===== src/rtl/tgw_pkg.sv =====
/*
  tgw_pkg: shared constants and types of the transmit gate wake-up block.
  assumes: one clock (the converter sample clock) and a 32-bit register bus.
*/
package tgw_pkg;

  // ==========================================================
  // register map (byte addresses)
  localparam logic [3:0]  TGW_OFS_CTRL  = 4'h0;   // delay setting and power-down mask
  localparam logic [3:0]  TGW_OFS_STAT  = 4'h4;   // live state of the gate logic

  // ==========================================================
  // control register fields
  localparam int          TGW_PD_LSB    = 0;      // power-down mask, low bit
  localparam int          TGW_PD_W      = 5;      // cores, fifo, filters, pll, reference
  localparam int          TGW_DLY0_BIT  = 5;      // extended delay 0 (value 0x20)
  localparam int          TGW_DLY1_BIT  = 6;      // extended delay 1 (value 0x60)
  localparam logic [6:0]  TGW_CTRL_RST  = 7'h00;  // no extended delay, nothing powered down

  // ==========================================================
  // status register fields
  localparam int          TGW_ST_ACT_BIT  = 0;    // outputs transmitting
  localparam int          TGW_ST_CLP_BIT  = 1;    // clamped by a falling edge
  localparam int          TGW_ST_WAIT_BIT = 2;    // wake-up wait running
  localparam int          TGW_ST_PIN_BIT  = 3;    // synchronised pin level
  localparam int          TGW_ST_PD_LSB   = 4;    // power-down outputs
  localparam int          TGW_ST_CNT_LSB  = 16;   // divided-edge counter

  // ==========================================================
  // timing
  localparam int          TGW_DIV_RATIO  = 64;    // wake counter rate divider
  localparam int          TGW_FIX_CYC    = 10;    // fixed converter clocks after the count
  localparam int          TGW_EDGES_NONE = 1;     // divided edges, no extended delay
  localparam int          TGW_EDGES_EXT0 = 12;    // divided edges, extended delay 0
  localparam int          TGW_EDGES_EXT1 = 19;    // divided edges, extended delay 1
  localparam int          TGW_PRIME_CYC  = 3;     // cycles before pin edges are believed
  localparam logic [15:0] TGW_MIDSCALE   = 16'h8000; // offset-binary midscale code

  // ==========================================================
  // gate state machine
  typedef enum logic [1:0] {
    TGW_ST_RUN,
    TGW_ST_CLAMP,
    TGW_ST_WAIT_DIV,
    TGW_ST_WAIT_FIX
  } tgw_state_t;

endpackage : tgw_pkg


===== src/rtl/tgw_tick_if.sv =====
/*
  tgw_tick_if: carries the divided-rate enable pulse from the divider to the gate.
  assumes: both ends on clk_sys.
*/
`timescale 1ns/1ps
`default_nettype none

interface tgw_tick_if;
  logic tick;  // one-cycle pulse, once per divider period

  modport src (output tick);
  modport snk (input  tick);
endinterface : tgw_tick_if

`default_nettype wire


===== src/rtl/tgw_div.sv =====
/*
  tgw_div: free-running divider that pulses an enable once every RATIO clocks.
  assumes: clk_sys is the converter clock; synchronous active-high reset.
*/
`timescale 1ns/1ps
`default_nettype none

module tgw_div #(
  parameter int RATIO = tgw_pkg::TGW_DIV_RATIO
) (
  // clock and reset
  input  wire logic clk_sys,
  input  wire logic sys_rst,
  // divided-rate enable
  tgw_tick_if.src   tk
);
  import tgw_pkg::*;

  localparam int CW = (RATIO > 1) ? $clog2(RATIO) : 1;
  localparam logic [CW-1:0] LAST = CW'(RATIO - 1);

  // a ratio below two leaves no room for a pulse between pulses
  if (RATIO < 2)
  begin : g_bad_ratio
    $error("tgw_div: RATIO must be at least 2");
  end

  logic [CW-1:0] cnt_r;   // position within the period
  logic          tick_r;  // registered pulse

  // ==========================================================
  // period counter, wraps at RATIO
  always_ff @(posedge clk_sys)
  begin
    if (sys_rst)
      cnt_r <= '0;
    else if (cnt_r == LAST)
      cnt_r <= '0;
    else
      cnt_r <= cnt_r + CW'(1);
  end

  // pulse decoded from the last count, high on count zero, so each period gives one edge
  always_ff @(posedge clk_sys)
  begin
    if (sys_rst)
      tick_r <= 1'b0;
    else
      tick_r <= (cnt_r == LAST);
  end

  assign tk.tick = tick_r;

  // pulses stay exactly RATIO apart
  a_tick_spacing: assert property (@(posedge clk_sys) disable iff (sys_rst)
    tick_r |-> (cnt_r == '0))
  else $error("divided pulse out of phase with its counter");

endmodule : tgw_div

`default_nettype wire


===== src/rtl/tgw_gate.sv =====
/*
  tgw_gate: transmit gate wake-up logic with an Avalon-MM register slave.
  assumes: clk_sys is the converter sample clock; the gate pin is asynchronous;
  the controller holds the pin high through power-up.
*/
`timescale 1ns/1ps
`default_nettype none

module tgw_gate (
  // clock and reset
  input  wire logic        clk_sys,
  input  wire logic        sys_rst,
  // avalon-mm register slave
  input  wire logic [3:0]  avs_address,
  input  wire logic        avs_read,
  input  wire logic        avs_write,
  input  wire logic [31:0] avs_writedata,
  input  wire logic [3:0]  avs_byteenable,
  output logic      [31:0] avs_readdata,
  output logic             avs_waitrequest,
  // transmit gate pin from the controller
  input  wire logic        transmit_gate_pin,
  // datapath in and converter outputs
  input  wire logic [15:0] dac_i_in,
  input  wire logic [15:0] dac_q_in,
  output logic      [15:0] dac_i_out,
  output logic      [15:0] dac_q_out,
  output logic             tx_active,
  // block power-down requests
  output logic      [tgw_pkg::TGW_PD_W-1:0] pd_out
);
  import tgw_pkg::*;

  localparam int WAKE_MAX = (TGW_EDGES_EXT1 + 1) * TGW_DIV_RATIO + TGW_FIX_CYC + 4;

  // ==========================================================
  // declarations
  tgw_tick_if tk_if ();                  // divided-rate enable

  logic              pin_s1_r;          // synchroniser stage one
  logic              pin_s2_r;          // synchroniser stage two
  logic              pin_d_r;           // previous synchronised level
  logic [1:0]        prime_r;           // settle count after reset
  logic              primed_r;          // edges are trusted
  logic              fall;              // falling edge seen
  logic              rise;              // rising edge seen
  tgw_state_t        state_r;           // gate state
  tgw_state_t        state_nxt;
  logic [4:0]        div_cnt_r;         // divided edges counted
  logic [4:0]        target_r;          // divided edges to wait
  logic [3:0]        fix_cnt_r;         // fixed converter clocks counted
  logic [6:0]        ctrl_r;            // control register
  logic [31:0]       rdata_r;           // read data
  logic              wait_r;            // waitrequest
  logic [15:0]       i_out_r;
  logic [15:0]       q_out_r;
  logic              act_r;
  logic [TGW_PD_W-1:0] pd_r;
  logic [11:0]       wake_cyc_r;        // helper: cycles since rise
  logic              req;
  logic              div_done;
  logic              fix_done;

  // ==========================================================
  // divider for the wake counter
  tgw_div #(.RATIO(TGW_DIV_RATIO)) u_div (
    .clk_sys (clk_sys),
    .sys_rst (sys_rst),
    .tk      (tk_if.src)
  );

  // ==========================================================
  // pin synchroniser and edge detect
  // two flops before anything looks at the asynchronous pin
  always_ff @(posedge clk_sys)
  begin
    if (sys_rst)
    begin
      pin_s1_r <= 1'b0;
      pin_s2_r <= 1'b0;
    end
    else
    begin
      pin_s1_r <= transmit_gate_pin;
      pin_s2_r <= pin_s1_r;
    end
  end

  // previous level, tracked even while priming
  always_ff @(posedge clk_sys)
  begin
    if (sys_rst)
      pin_d_r <= 1'b0;
    else
      pin_d_r <= pin_s2_r;
  end

  // ignore edges until the synchroniser holds real samples, so a pin
  // already low at power-up never looks like a falling edge
  always_ff @(posedge clk_sys)
  begin
    if (sys_rst)
    begin
      prime_r  <= '0;
      primed_r <= 1'b0;
    end
    else if (!primed_r)
    begin
      prime_r  <= prime_r + 2'd1;
      primed_r <= (prime_r == 2'(TGW_PRIME_CYC - 1));
    end
  end

  assign fall = primed_r && pin_d_r && !pin_s2_r;
  assign rise = primed_r && !pin_d_r && pin_s2_r;

  // ==========================================================
  // gate state machine
  assign div_done = tk_if.tick && (div_cnt_r == target_r - 5'd1);
  assign fix_done = (fix_cnt_r == 4'(TGW_FIX_CYC - 1));

  // a fall anywhere wins: clamps, or abandons a running wait
  always_comb
  begin
    state_nxt = state_r;
    unique case (state_r)
      TGW_ST_RUN:      if (fall) state_nxt = TGW_ST_CLAMP;
      TGW_ST_CLAMP:    if (rise) state_nxt = TGW_ST_WAIT_DIV;
      TGW_ST_WAIT_DIV:
      begin
        if (fall)
          state_nxt = TGW_ST_CLAMP;
        else if (div_done)
          state_nxt = TGW_ST_WAIT_FIX;
      end
      TGW_ST_WAIT_FIX:
      begin
        if (fall)
          state_nxt = TGW_ST_CLAMP;
        else if (fix_done)
          state_nxt = TGW_ST_RUN;
      end
    endcase
  end

  always_ff @(posedge clk_sys)
  begin
    if (sys_rst)
      state_r <= TGW_ST_RUN;
    else
      state_r <= state_nxt;
  end

  // latch the edge target on the rise; a write mid-wait does not move it
  always_ff @(posedge clk_sys)
  begin
    if (sys_rst)
      target_r <= 5'(TGW_EDGES_NONE);
    else if (rise && state_r == TGW_ST_CLAMP)
    begin
      unique case ({ctrl_r[TGW_DLY1_BIT], ctrl_r[TGW_DLY0_BIT]})
        2'b01:   target_r <= 5'(TGW_EDGES_EXT0);
        2'b11:   target_r <= 5'(TGW_EDGES_EXT1);
        default: target_r <= 5'(TGW_EDGES_NONE);
      endcase
    end
  end

  // divided-edge counter advances only on the divider pulse; the rise is not
  // aligned to it, so the real wait can be up to one divided period off
  always_ff @(posedge clk_sys)
  begin
    if (sys_rst || state_r != TGW_ST_WAIT_DIV)
      div_cnt_r <= '0;
    else if (tk_if.tick)
      div_cnt_r <= div_cnt_r + 5'd1;
  end

  // fixed converter-clock tail, full rate
  always_ff @(posedge clk_sys)
  begin
    if (sys_rst || state_r != TGW_ST_WAIT_FIX)
      fix_cnt_r <= '0;
    else
      fix_cnt_r <= fix_cnt_r + 4'd1;
  end

  // ==========================================================
  // converter outputs and power-down
  // clamp whenever not running, so the flush never reaches the outputs
  always_ff @(posedge clk_sys)
  begin
    if (sys_rst)
    begin
      i_out_r <= TGW_MIDSCALE;
      q_out_r <= TGW_MIDSCALE;
      act_r   <= 1'b1;
    end
    else
    begin
      i_out_r <= (state_r == TGW_ST_RUN) ? dac_i_in : TGW_MIDSCALE;
      q_out_r <= (state_r == TGW_ST_RUN) ? dac_q_in : TGW_MIDSCALE;
      act_r   <= (state_r == TGW_ST_RUN);
    end
  end

  // blocks sleep only while the pin is low; they are woken at the rise
  always_ff @(posedge clk_sys)
  begin
    if (sys_rst)
      pd_r <= '0;
    else
      pd_r <= (state_r == TGW_ST_CLAMP) ? ctrl_r[TGW_PD_LSB +: TGW_PD_W] : '0;
  end

  assign dac_i_out = i_out_r;
  assign dac_q_out = q_out_r;
  assign tx_active = act_r;
  assign pd_out    = pd_r;

  // ==========================================================
  // avalon-mm slave: one wait cycle, then a one-cycle answer
  assign req = avs_read || avs_write;

  // waitrequest idles high and drops for exactly one cycle per request
  always_ff @(posedge clk_sys)
  begin
    if (sys_rst)
      wait_r <= 1'b1;
    else
      wait_r <= !(req && wait_r);
  end

  // read data is ready when waitrequest drops; unmapped reads give zero
  always_ff @(posedge clk_sys)
  begin
    if (sys_rst)
      rdata_r <= '0;
    else if (avs_read && wait_r)
    begin
      rdata_r <= '0;
      if (avs_address == TGW_OFS_CTRL)
        rdata_r[6:0] <= ctrl_r;
      else if (avs_address == TGW_OFS_STAT)
      begin
        rdata_r[TGW_ST_ACT_BIT]  <= act_r;
        rdata_r[TGW_ST_CLP_BIT]  <= (state_r == TGW_ST_CLAMP);
        rdata_r[TGW_ST_WAIT_BIT] <= (state_r == TGW_ST_WAIT_DIV) ||
                                    (state_r == TGW_ST_WAIT_FIX);
        rdata_r[TGW_ST_PIN_BIT]  <= pin_s2_r;
        rdata_r[TGW_ST_PD_LSB +: TGW_PD_W] <= pd_r;
        rdata_r[TGW_ST_CNT_LSB +: 5]       <= div_cnt_r;
      end
    end
  end

  // control write lands on the edge that sees waitrequest low; all fields
  // live in byte lane 0, so only that lane's enable matters
  always_ff @(posedge clk_sys)
  begin
    if (sys_rst)
      ctrl_r <= TGW_CTRL_RST;
    else if (avs_write && !wait_r && avs_address == TGW_OFS_CTRL && avs_byteenable[0])
      ctrl_r <= avs_writedata[6:0];
  end

  assign avs_readdata    = rdata_r;
  assign avs_waitrequest = wait_r;

  // ==========================================================
  // helper: cycles since the last rise, for the wait bound
  always_ff @(posedge clk_sys)
  begin
    if (sys_rst || state_r == TGW_ST_CLAMP || state_r == TGW_ST_RUN)
      wake_cyc_r <= '0;
    else
      wake_cyc_r <= wake_cyc_r + 12'd1;
  end

  // ==========================================================
  // checks
  a_clamp_midscale: assert property (@(posedge clk_sys) disable iff (sys_rst)
    !act_r |-> (i_out_r == TGW_MIDSCALE && q_out_r == TGW_MIDSCALE))
  else $error("outputs not at midscale while clamped");

  a_fall_clamps: assert property (@(posedge clk_sys) disable iff (sys_rst)
    (fall && state_r == TGW_ST_RUN) |=> ##1 !act_r)
  else $error("falling edge did not clamp the outputs");

  a_pd_gated: assert property (@(posedge clk_sys) disable iff (sys_rst)
    (state_r != TGW_ST_CLAMP) |=> (pd_r == '0))
  else $error("block powered down outside the clamp");

  a_fix_tail: assert property (@(posedge clk_sys) disable iff (sys_rst)
    (state_r == TGW_ST_WAIT_FIX && state_nxt == TGW_ST_RUN) |-> (fix_cnt_r == 4'(TGW_FIX_CYC - 1)))
  else $error("fixed tail not ten converter clocks");

  a_div_rate: assert property (@(posedge clk_sys) disable iff (sys_rst)
    (state_r == TGW_ST_WAIT_DIV && !tk_if.tick && !fall) |=> $stable(div_cnt_r))
  else $error("wake counter moved without a divided pulse");

  a_div_target: assert property (@(posedge clk_sys) disable iff (sys_rst)
    (state_r == TGW_ST_WAIT_DIV ##1 state_r == TGW_ST_WAIT_FIX)
      |-> ($past(div_cnt_r) + 5'd1 == target_r))
  else $error("left divided wait at the wrong count");

  a_wake_bound: assert property (@(posedge clk_sys) disable iff (sys_rst)
    wake_cyc_r <= 12'(WAKE_MAX))
  else $error("wake-up wait ran past its bound");

  a_cold_low: assert property (@(posedge clk_sys) disable iff (sys_rst)
    !primed_r |-> (state_r == TGW_ST_RUN))
  else $error("clamp before the pin was trusted");

  a_abort_wait: assert property (@(posedge clk_sys) disable iff (sys_rst)
    (fall && (state_r == TGW_ST_WAIT_DIV || state_r == TGW_ST_WAIT_FIX))
      |=> (state_r == TGW_ST_CLAMP) ##1 !act_r)
  else $error("fall during the wait did not return to clamp");

endmodule : tgw_gate

`default_nettype wire


===== config.mk =====
export PLATFORM = sky130hd
export DESIGN_NAME = tgw_gate
export DESIGN_NICKNAME = d
export VERILOG_FILES = /design/src/rtl/tgw_pkg.sv /design/src/rtl/tgw_tick_if.sv /design/src/rtl/tgw_div.sv /design/src/rtl/tgw_gate.sv
export SDC_FILE = /design/constraint.sdc
export NUM_CORES = 1
export LEC_CHECK = 0
export BUFFER_PORTS_ARGS = -buffer_cell sky130_fd_sc_hd__buf_4
export CAP_MARGIN = 20
export CORE_ASPECT_RATIO = 1.25
export CORE_MARGIN = 5
export CORE_UTILIZATION = 46
export DETAILED_ROUTE_END_ITERATION = 12
export GPL_TIMING_DRIVEN = 0
export PLACE_DENSITY = 0.87
export SYNTH_ARGS = -nofsm -noshare
export SYNTH_HDL_FRONTEND = slang
export SYNTH_SLANG_ARGS = --single-unit

===== constraint.sdc =====
create_clock -name clk_sys -period 1.8 [get_ports clk_sys]
set_input_delay 0.09 -clock clk_sys [delete_from_list [all_inputs] [get_ports clk_sys]]
set_output_delay 0.09 -clock clk_sys [all_outputs]
set_load 0.1 [all_outputs]

==> summary.md, run 1 <==
| Metric | Value |
|---|---|
| Flops & latches, synth | 87 |
| Number of buffers added for setup after CTS | 0 |
| Clk buf depth | 2 |
| CTS tree | yes |
| Register area share after synthesis | 55.4% |
| Num CTS Buffers | 9 |
| Global route total overflow | 0 |
| Starting density of the core | 47.6% |
| Worst setup EP type | flop |
| Chip Height | 102 um |
| First-pass GRT wire length | 14100 um |
| Minimum clock period after layout | 1.72 ns |
| Fmax | 0.581 GHz |
| Clk network pwr share | 30.5% |
| CTS Sinks | 87 |
| Post-Route WL | 8540 um |
| Post-layout util | 71.2% |
| Sequential Power Share | 46.3% |
| Hold path endpoint | target_r[1] |
| Post-Synthesis Cells | 314 |
| Vias per cell | 4.66 |
| Met3 wire len | 955 um |
| Max Cap Viol | 0 |
| Comb power frac | 23.3% |
| GRT Resource Usage Total | 20.8% |
| Slew Limit Fails | 0 |
| Post-Syn Area | 3150 um2 |
| Sw Pwr | 1.48 mW |
| Die X | 84.0 um |
| LEAKAGE | 2.07 nW |
| Nets | 568 |
| Ys flop type | dfxtp_1 |
| Post-synth EDFFs | 0 |
| Synth warn | 0 |
| Setup CP Type | reg -> reg |
| Setup Total Neg Slack | 0 ns |
| Die area | 8600 um2 |
| Worst R2R End | state_r[0] |
| Layout area overhead | 49.4% |
| Vias | 2686 |
| HP Start | sys_rst |
| Io pins | 148 |
| Post-route ant nets | 0 |
| Clk_lat worst skew | 0.34 ns |
| Cell taking the most area after synthesis | dfxtp_1 |
| H-tree Lvls | 3 |
| Int Pwr | 3.00 mW |
| Worst Path Required | 2.08 ns |
| Root buf cell | clkbuf_8 |
| Synth cell types | 35 |
| R2r setup slk | 0.08 ns |
| Iteration-0 DRC Markers | 89 |
| Clk slew on worst S/H paths | 0.09 ns |
| Routability cong. | 0.827 |
| Worst Hold Path Cells | 2 |
| Final hold violation count | 0 |
| Final setup viols | 0 |
| Top cells by area, synth | dfxtp_1 (55%), and2_1 (6.4%), buf_4 (4.3%), nor2_1 (4.3%), mux2i_1 (3.2%) |
| Switching Share | 33.0% |
| Ys async rst share | 0% |
| IO Port Bufs | 100 |
| CP startpoint kind | flop |
| Wire length on met1 | 3100 um |
| Largest net degree at the start of global routing | 15 |
| Worst r2r path cells | 7 |
| PD cells | 952 nW/um2 |
| Syn Area/Cell | 10.0 um2 |
| CP Max Fanout | 4 |
| DR WL/cell | 14.8 um |
| RR Startpoint | target_r[0] |
| Top-count cell post-synth | dfxtp_1 |
| Share of cells above drive strength 1 | 28.6% |
| Pre-antenna DRT Iters | 4 |
| Min-Delay Path Class | in -> reg |
| Status | finished clean |
| Vias in the first global route | 2897 |
| Antenna diodes | 0 |
| Core ar. | 6610 um2 |
| Arr. time, crit path | 2.00 ns |
| Residual DRC | 0 |
| Clk_skew | 0.0108 ns |
| Met2 routed WL | 4370 um |
| Post-synth top cells | dfxtp_1 (87), nor2_1 (36), and2_1 (32) |
| Post-detail-place hpwl | 5510 um |
| Peak supply drop | 770 uV |
| Period utilization | 95.5% |
| Top Layer Used | met4 |
| Top cell type's share of synthesized area | 55.4% |
| Cell Rows | 33 |
| Initial antenna violation count | 0 |
repair_timing:
item / in CTS / in global routing
resized for setup: 0 / 2
hold endpoints to repair: 41 / 0
hold buffers: 42 / 0
endpoints found under the setup margin: 0 / 27
cell usage in the layout, fill, tap and decap left out, drive strengths merged, types with 8 or more instances in the layout:
| master | instances |
|---|---|
| buf | 121 |
| o21ai | 8 |
| dlygate4sd3 | 42 |
| xnor2 | 11 |
| dfxtp | 87 |
| inv | 8 |
| conb | 18 |
| clkbuf | 23 |
| mux2i | 10 |
| a21oi | 10 |
| and2 | 32 |
| nand3 | 15 |
| nand2 | 16 |
| nor2 | 36 |
how the worst max path moves through the flow:
stage | from | to | slack (ns) | depth (start not counted)
after floorplan | target_r[0] | state_r[0] | 0.26 | 7
after global placement | target_r[0] | state_r[0] | 0.13 | 7
after detailed placement | target_r[0] | state_r[0] | 0.07 | 7
after CTS | target_r[0] | state_r[0] | 0.03 | 7
after global routing | target_r[0] | state_r[0] | -0.02 | 7
final | target_r[0] | state_r[0] | 0.08 | 7
registers in the layout (all words and copies together), names as in the netlist, 3 cells and up:
signal        count
fix_cnt_r         4
ctrl_r            7
dac_i_out        16
target_r          3
pd_out            5
div_cnt_r         5
dac_q_out        16
u_div.cnt_r       6
avs_readdata     14
through the flow:
| step | setup slack, ns | cell area, um2 | hold slack [ns] | power, mW | std cells |
|---|---|---|---|---|---|
| global route | -0.0238 | 4700 | 0.160 | 4.63 | 576 |
| CTS | 0.0260 | 4690 | 0.0995 | 4.47 | 576 |
| detailed placement | 0.0700 | 4070 | 0.276 | 3.06 | 518 |
| finish | 0.0802 | 4700 | 0.134 | 4.48 | 576 |
| floorplan | 0.257 | 3210 | 0.191 | 2.84 | 331 |
| global placement | 0.128 | 4070 | 0.275 | 3.04 | 518 |
power groups by stage:
stage	combinational, mW	clock, mW	sequential [mW]
CTS	1.03	1.38	2.07
global route	1.10	1.45	2.08
finish	1.04	1.36	2.07
detailed placement	0.944	0	2.11
floorplan	0.341	0	2.50
global placement	0.932	0	2.11
metal layers:
| metal | track usage, % | vias up |
|---|---|---|
| li1 | - | 1339 |
| met1 | 21.0 | 1222 |
| met2 | 38.0 | 115 |
| met3 | 10.2 | 10 |
| met4 | 6.19 | 0 |
| met5 | 0 | - |
worst max-delay path, stage by stage, from the launching register on:
cell	delay (ns)
dfxtp_1	0.40
inv_1	0.07
ha_1	0.20
ha_1	0.29
xnor2_1	0.14
nor4_2	0.24
nand3_1	0.13
a31oi_1	0.18
area by class of cell:
type | instances | area, um2
repair buffers | 142 | 1170
flip-flops and latches | 87 | 1740
inverters | 7 | 26.3
plain buffers | 32 | 196
multi-input cells | 205 | 1260
fillers | 449 | 1910
well taps | 87 | 109
clock inverters | 4 | 53.8
clock buffers | 12 | 145
kinds of logic after synthesis:
family,share of synthesized area [%]
flip-flops,55.4
AO/OA/AOI/OAI,5.73
multiplexers,3.18
buffers and inverters,7.08
XOR/XNOR,4.73
adder cells (fa/ha/maj),2.78
AND/OR/NAND/NOR,21.0
other,0.119
No activity file was read; power rests on OpenSTA's default activity.
==> inputs of run 2 (changes only) <==
--- a/config.mk
+++ b/config.mk
@@ -5,14 +5,15 @@
 export SDC_FILE = /design/constraint.sdc
 export NUM_CORES = 1
 export LEC_CHECK = 0
+export ABC_AREA = 1
 export BUFFER_PORTS_ARGS = -buffer_cell sky130_fd_sc_hd__buf_4
 export CAP_MARGIN = 20
 export CORE_ASPECT_RATIO = 1.25
 export CORE_MARGIN = 5
-export CORE_UTILIZATION = 46
+export CORE_UTILIZATION = 47
 export DETAILED_ROUTE_END_ITERATION = 12
 export GPL_TIMING_DRIVEN = 0
-export PLACE_DENSITY = 0.87
+export PLACE_DENSITY = 0.88
 export SYNTH_ARGS = -nofsm -noshare
 export SYNTH_HDL_FRONTEND = slang
 export SYNTH_SLANG_ARGS = --single-unit
==> run 2 against run 1 <==
Against the previous run: non-clock buffer count down 8; cell area rose by 2.8%; global-route usage up 6.6 points; clock skew hardly changed; critical endpoint unchanged; synthesized cell count grew 35%.
==> summary.md, run 2 <==
| Metric | Value |
|---|---|
| LEAKAGE | 2.40 nW |
| RR Startpoint | target_r[1] |
| Worst Path Required | 2.06 ns |
| Share of cells above drive strength 1 | 26.5% |
| Antenna diodes | 0 |
| Cell taking the most area after synthesis | dfxtp_1 |
| Largest net degree at the start of global routing | 14 |
| Commonest non-fill, non-tap cell in the layout | buf_4 |
| Clk_lat worst skew | 0.36 ns |
| Post-synth top cells | dfxtp_1 (87), inv_1 (77), nor2_1 (70) |
| Top Layer Used | met4 |
| First-pass GRT wire length | 18900 um |
| Layout area overhead | 44.8% |
| Dpl cells | 632 |
| Int Pwr | 3.40 mW |
| Measured slew at the worst slew-check pin | 0.589 ns |
| Placed cell area | 4280 um2 |
| RSZ-0062 raised after global routing | false |
| Arr. time, crit path | 1.88 ns |
| Number of buffers added for setup after CTS | 0 |
| Max transition margin | 60.7% |
| Clk network pwr share | 22.6% |
| Root buf cell | clkbuf_8 |
| Crit path capture | state_r[0] |
| Top cell type's share of synthesized area | 52.2% |
| H-tree Lvls | 3 |
| Min-Delay Path Class | in -> reg |
| Peak supply drop | 1100 uV |
| Vias in the first global route | 3691 |
| Ys async rst share | 0% |
| Worst setup EP type | flop |
| CTS Sinks | 87 |
| Vias per cell | 5.14 |
| Post-Synthesis Cells | 424 |
| Final hold violation count | 0 |
| Cell Rows | 34 |
| Ys flop type | dfxtp_1 |
| Sequential Power Share | 36.3% |
| Syn Area/Cell | 7.88 um2 |
| Worst R2R End | state_r[0] |
| Die X | 85.4 um |
| Fmax | 0.617 GHz |
| Status | finished clean |
| DR WL/cell | 17.6 um |
| Top cells by area, synth | dfxtp_1 (52%), inv_1 (8.7%), nor2_1 (7.9%), nand2_1 (5.8%), o21ai_0 (4.2%) |
| Nets | 673 |
| Met2 routed WL | 6120 um |
| Post-synth EDFFs | 0 |
| Post-Route WL | 12000 um |
| Global route total overflow | 0 |
| Initial antenna violation count | 0 |
| Comb power frac | 41.1% |
| Max Cap Viol | 0 |
| Top-count cell post-synth | dfxtp_1 |
| Iteration-0 DRC Markers | 285 |
| Met3 wire len | 989 um |
| PD cells | 1310 nW/um2 |
| CP Max Fanout | 4 |
| Clk_skew | 0.0112 ns |
| Pre-antenna DRT Iters | 5 |
| Setup CP Type | reg -> reg |
| Clk buf depth | 2 |
| Switching Share | 46.4% |
| CP startpoint kind | flop |
| Vias | 3512 |
| Register area share after synthesis | 52.2% |
| Pwr Total | 6.34 mW |
| CTS tree | yes |
| Setup Total Neg Slack | 0 ns |
| Core ar. | 6930 um2 |
| Final setup viols | 0 |
| Starting density of the core | 48.2% |
| R2r setup slk | 0.18 ns |
| IO Port Bufs | 101 |
| Minimum clock period after layout | 1.62 ns |
| Flops & latches, synth | 87 |
| Routability cong. | 0.814 |
| Io pins | 148 |
| Post-Syn Area | 3340 um2 |
| Post-route ant nets | 0 |
| GRT Resource Usage Total | 27.4% |
| Period utilization | 90.0% |
| Most frequent cells in the layout | buf_4 (119), dfxtp_1 (85), inv_1 (77), nor2_1 (70), nand2_1 (52) |
| Worst r2r path cells | 13 |
| Synth warn | 0 |
| Post-detail-place hpwl | 6390 um |
| Setup crit start | target_r[1] |
| Synth cell types | 31 |
| Sw Pwr | 2.94 mW |
| Num CTS Buffers | 9 |
| Non-Filler Cell Area, Final | 4830 um2 |
| Residual DRC | 0 |
| Final Non-Filler Cells | 683 |
| Slew Limit Fails | 0 |
| Chip Height | 104 um |
| Clk slew on worst S/H paths | 0.09 ns |
| Die area | 8900 um2 |
| Wire length on met1 | 4120 um |
run 2: cell type report:
| cell class | instances | area, um2 |
|---|---|---|
| fill | 415 | 2100 |
| inverter | 80 | 300 |
| timing repair buffer | 137 | 1120 |
| clock buffer | 12 | 155 |
| sequential | 87 | 1740 |
| buffer | 29 | 193 |
| clock inverter | 3 | 42.5 |
| tap | 90 | 113 |
| multi-input combinational | 245 | 1170 |
run 2: per-layer routing:
layer	GRT usage (%)	vias up
li1	-	1596
met1	27.3	1624
met2	48.8	233
met3	6.81	59
met4	18.7	0
met5	0	-
run 2: logic make-up (layout without fill, tap and decap cells):
logic type	count (synthesis)	after routing	synth area share, %
and+or+nand+nor	152	152	19.2
AOI/OAI and AO/OA	67	67	10.9
adders and majority gates	7	7	2.62
buffers and inverters	109	261	14.8
DFF	87	87	52.2
other	1	18	0.112
xor gates and xnor gates	1	1	0.262
run 2: worst max-delay path: stages, from the launching register on:
cell and delay (ns):
dfxtp_1 0.34, inv_1 0.08, ha_1 0.19, ha_1 0.29, inv_1 0.06, nand2_1 0.04
nand2_1 0.06, nand2_1 0.05, nor2_1 0.08, nand3_1 0.07, nand2_1 0.09, nand3_1 0.07
nand2_1 0.07, nor2_1 0.04
run 2: how the worst min path moves through the flow:
stage | start | to | slack (ns) | cells after the start
final | avs_writedata[0] | ctrl_r[0] | 0.07 | 3
after global routing | avs_writedata[1] | ctrl_r[1] | 0.07 | 3
after CTS | avs_writedata[5] | ctrl_r[5] | 0.01 | 3
after detailed placement | dac_q_in[15] | dac_q_out[15] | 0.28 | 2
after global placement | dac_i_in[15] | dac_i_out[15] | 0.28 | 2
after floorplan | dac_i_in[15] | dac_i_out[15] | 0.20 | 1
run 2: repair_timing:
item                                   in CTS  in global routing
hold buffers                               36                  0
endpoints found under the hold margin      35                  0
setup endpoints to repair                   0                  1
gates resized for setup                     0                  1
run 2: stage by stage:
| step | util [%] | hold WS, ns | setup WS, ns |
|---|---|---|---|
| 2_1_floorplan | - | 0.197 | 0.291 |
| 3_3_place_gp | 61.7 | 0.278 | 0.212 |
| 3_5_place_dp | 61.7 | 0.284 | 0.187 |
| 4_1_cts | 69.7 | 0.0139 | 0.160 |
| 5_1_grt | 69.7 | 0.0724 | 0.0452 |
| 6_report | 69.7 | 0.0662 | 0.179 |
run 2: power by group through the flow:
stage	registers, mW	clock network (mW)	logic [mW]
5_1_grt	2.31	1.50	2.70
4_1_cts	2.27	1.38	2.53
3_5_place_dp	2.31	0	2.44
3_3_place_gp	2.30	0	2.40
6_report	2.30	1.43	2.61
2_1_floorplan	3.66	0	0.554
==> inputs of run 3 (changes only) <==
--- a/config.mk
+++ b/config.mk
@@ -14,6 +14,7 @@
 export DETAILED_ROUTE_END_ITERATION = 12
 export GPL_TIMING_DRIVEN = 0
 export PLACE_DENSITY = 0.88
+export REMOVE_ABC_BUFFERS = 1
 export SYNTH_ARGS = -nofsm -noshare
 export SYNTH_HDL_FRONTEND = slang
 export SYNTH_SLANG_ARGS = --single-unit
==> constraint.sdc (replaced) <==
create_clock -name clk_sys -period 1.75 [get_ports clk_sys]
set_input_delay 0.0875 -clock clk_sys [delete_from_list [all_inputs] [get_ports clk_sys]]
set_output_delay 0.0875 -clock clk_sys [all_outputs]
set_load 0.1 [all_outputs]
==> run 3 against run 2 <==
Against the previous run: the run now ends with setup timing left; non-clock buffer count fell by 29; hold slack got worse by 0.054 ns; combinational power fell by 2%; sequential share of layout area rose by 0.93 points.
==> summary.md, run 3 (synthesis results as in run 2) <==
| Metric | Value |
|---|---|
| Vias in the first global route | 3357 |
| Dpl cells | 603 |
| Initial antenna violation count | 0 |
| CP cell instances | nor2_1 > inv_1 > nor2_1 > inv_1 > nor2_1 |
| Clk slew on worst S/H paths | 0.10 ns |
| Nets | 644 |
| Layout area overhead | 41.1% |
| Vias | 3226 |
| Io pins | 148 |
| IO Port Bufs | 101 |
| RSZ-0062 raised after global routing | true |
| Post-detail-place hpwl | 6050 um |
| Buf/Inv on CP | 2 |
| Worst setup EP type | flop |
| Pre-antenna DRT Iters | 5 |
| Clk network pwr share | 26.2% |
| Antenna diodes | 0 |
| Core ar. | 6930 um2 |
| Commonest non-fill, non-tap cell in the layout | buf_4 |
| Slew Limit Fails | 0 |
| Max Cap Viol | 0 |
| CP max stage delay | 0.69 ns |
| DP Worst Slack | 0.0722 ns |
| Max transition margin | 37.2% |
| Minimum clock period after layout | 1.75 ns |
| Sw Pwr | 2.95 mW |
| Crit-path slowest cell | inv_1 |
| Final Non-Filler Cells | 655 |
| Worst Path Required | 1.94 ns |
| Most frequent cells in the layout | buf_4 (101), dfxtp_1 (85), inv_1 (76), nor2_1 (70), nand2_1 (52) |
| Routability cong. | 0.848 |
| Root buf cell | clkbuf_8 |
| DR WL/cell | 15.9 um |
| GRT Resource Usage Total | 23.9% |
| Measured slew at the worst slew-check pin | 0.941 ns |
| Post-Route WL | 10400 um |
| Final hold violation count | 0 |
| Arr. time, crit path | 1.94 ns |
| Global route total overflow | 0 |
| Largest net degree at the start of global routing | 33 |
| R2r setup slk | -0.0006 ns |
| Fill cells | 452 |
| Clk buf depth | 2 |
| Clk_lat worst skew | 0.36 ns |
| Setup CP Type | reg -> reg |
| Num CTS Buffers | 9 |
| Vias per cell | 4.93 |
| Int Pwr | 3.71 mW |
| First-pass GRT wire length | 16600 um |
| CTS Sinks | 87 |
| Starting density of the core | 48.2% |
| H-tree Lvls | 3 |
| Crit path max-delay family | buffers and inverters |
| Residual DRC | 0 |
| LEAKAGE | 2.29 nW |
| Sequential Power Share | 35.3% |
| CP most frequent cell | nor2_1 |
| Post-route ant nets | 0 |
| Status | finished, violations left |
| Clk_skew | 0.0112 ns |
| Period utilization | 100% |
| CP Max Fanout | 32 |
| Iteration-0 DRC Markers | 208 |
| Chip Height | 104 um |
| Setup WS post-layout | -0.000552 ns |
| Min-Delay Path Class | in -> reg |
| Peak supply drop | 1130 uV |
| Share of cells above drive strength 1 | 23.9% |
| Comb power frac | 38.6% |
| Failing checks | setup timing |
| Die area | 8900 um2 |
| Final setup viols | 1 |
| Switching Share | 44.3% |
| CP startpoint kind | flop |
| Cell Rows | 34 |
| Die X | 85.4 um |
| Fmax | 0.571 GHz |
| PD cells | 1410 nW/um2 |
| CTS tree | yes |
run 3: cell types whose count changed in the layout (fill, tap and decap cells not counted), sizes merged:
cell / previous run / this run
clkinvlp: 1 / 2
bufinv: 1 / 3
clkbuf: 15 / 10
buf: 127 / 101
run 3: through the flow:
stage	hold slack [ns]	total power [mW]	setup TNS (ns)	cell area [um2]	utilization (%)
detailed placement	0.278	4.82	0	4080	58.9
finish	0.0119	6.66	-0.000552	4710	68.0
floorplan	0.159	4.28	-2.63	3210	-
global route	0.00881	6.88	-2.81	4710	68.0
global placement	0.276	4.78	0	4080	58.9
CTS	0.000583	6.59	0	4690	67.7
run 3: per-layer routing:
| metal | part of all wire, % | vias to the layer above | track usage (%) | wire length, um |
|---|---|---|---|---|
| met2 | 49 | 169 | 40.1 | 5110 |
| met1 | 36 | 1490 | 24.8 | 3730 |
| met3 | 11 | 32 | 9.51 | 1150 |
| met5 | 0 | - | 0 | 0 |
| li1 | - | 1535 | - | - |
| met4 | 4.1 | 0 | 13.6 | 422 |
run 3: path summary, 6_finish.rpt:
kind	start	to	depth (start not counted)
max reg2reg	state_r[0]	dac_q_out[0]	5
min	avs_writedata[0]	ctrl_r[0]	3
max	state_r[0]	dac_q_out[0]	5
min reg2reg	pin_s1_r	pin_s2_r	2
run 3: worst register-to-register path: stages, from the launching register on:
cell and delay [ns]:
dfxtp_1 0.45, nor2_1 0.10, inv_1 0.12, nor2_1 0.07, inv_1 0.69, nor2_1 0.17
run 3: cell type report:
cell class	instances	area, um2	area share (%)
Sequential cell	87	1740	37.0
Multi-Input combinational cell	245	1180	25.1
Timing Repair Buffer	137	1120	23.7
Inverter	80	304	6.45
Clock buffer	10	138	2.92
Clock inverter	6	115	2.44
Tap cell	90	113	2.39
run 3: what timing repair did:
action	CTS	global route
endpoints found under the setup margin	0	36
setup buffers	0	0
endpoints found under the hold margin	35	0
hold buffers	36	0
gates resized for setup	0	4
run 3: power by group through the flow:
stage	Combinational [mW]	Clock, mW	Sequential [mW]
global placement	2.41	0	2.36
global route	2.67	1.84	2.37
CTS	2.52	1.74	2.33
detailed placement	2.45	0	2.37
finish	2.57	1.74	2.35
floorplan	0.514	0	3.77
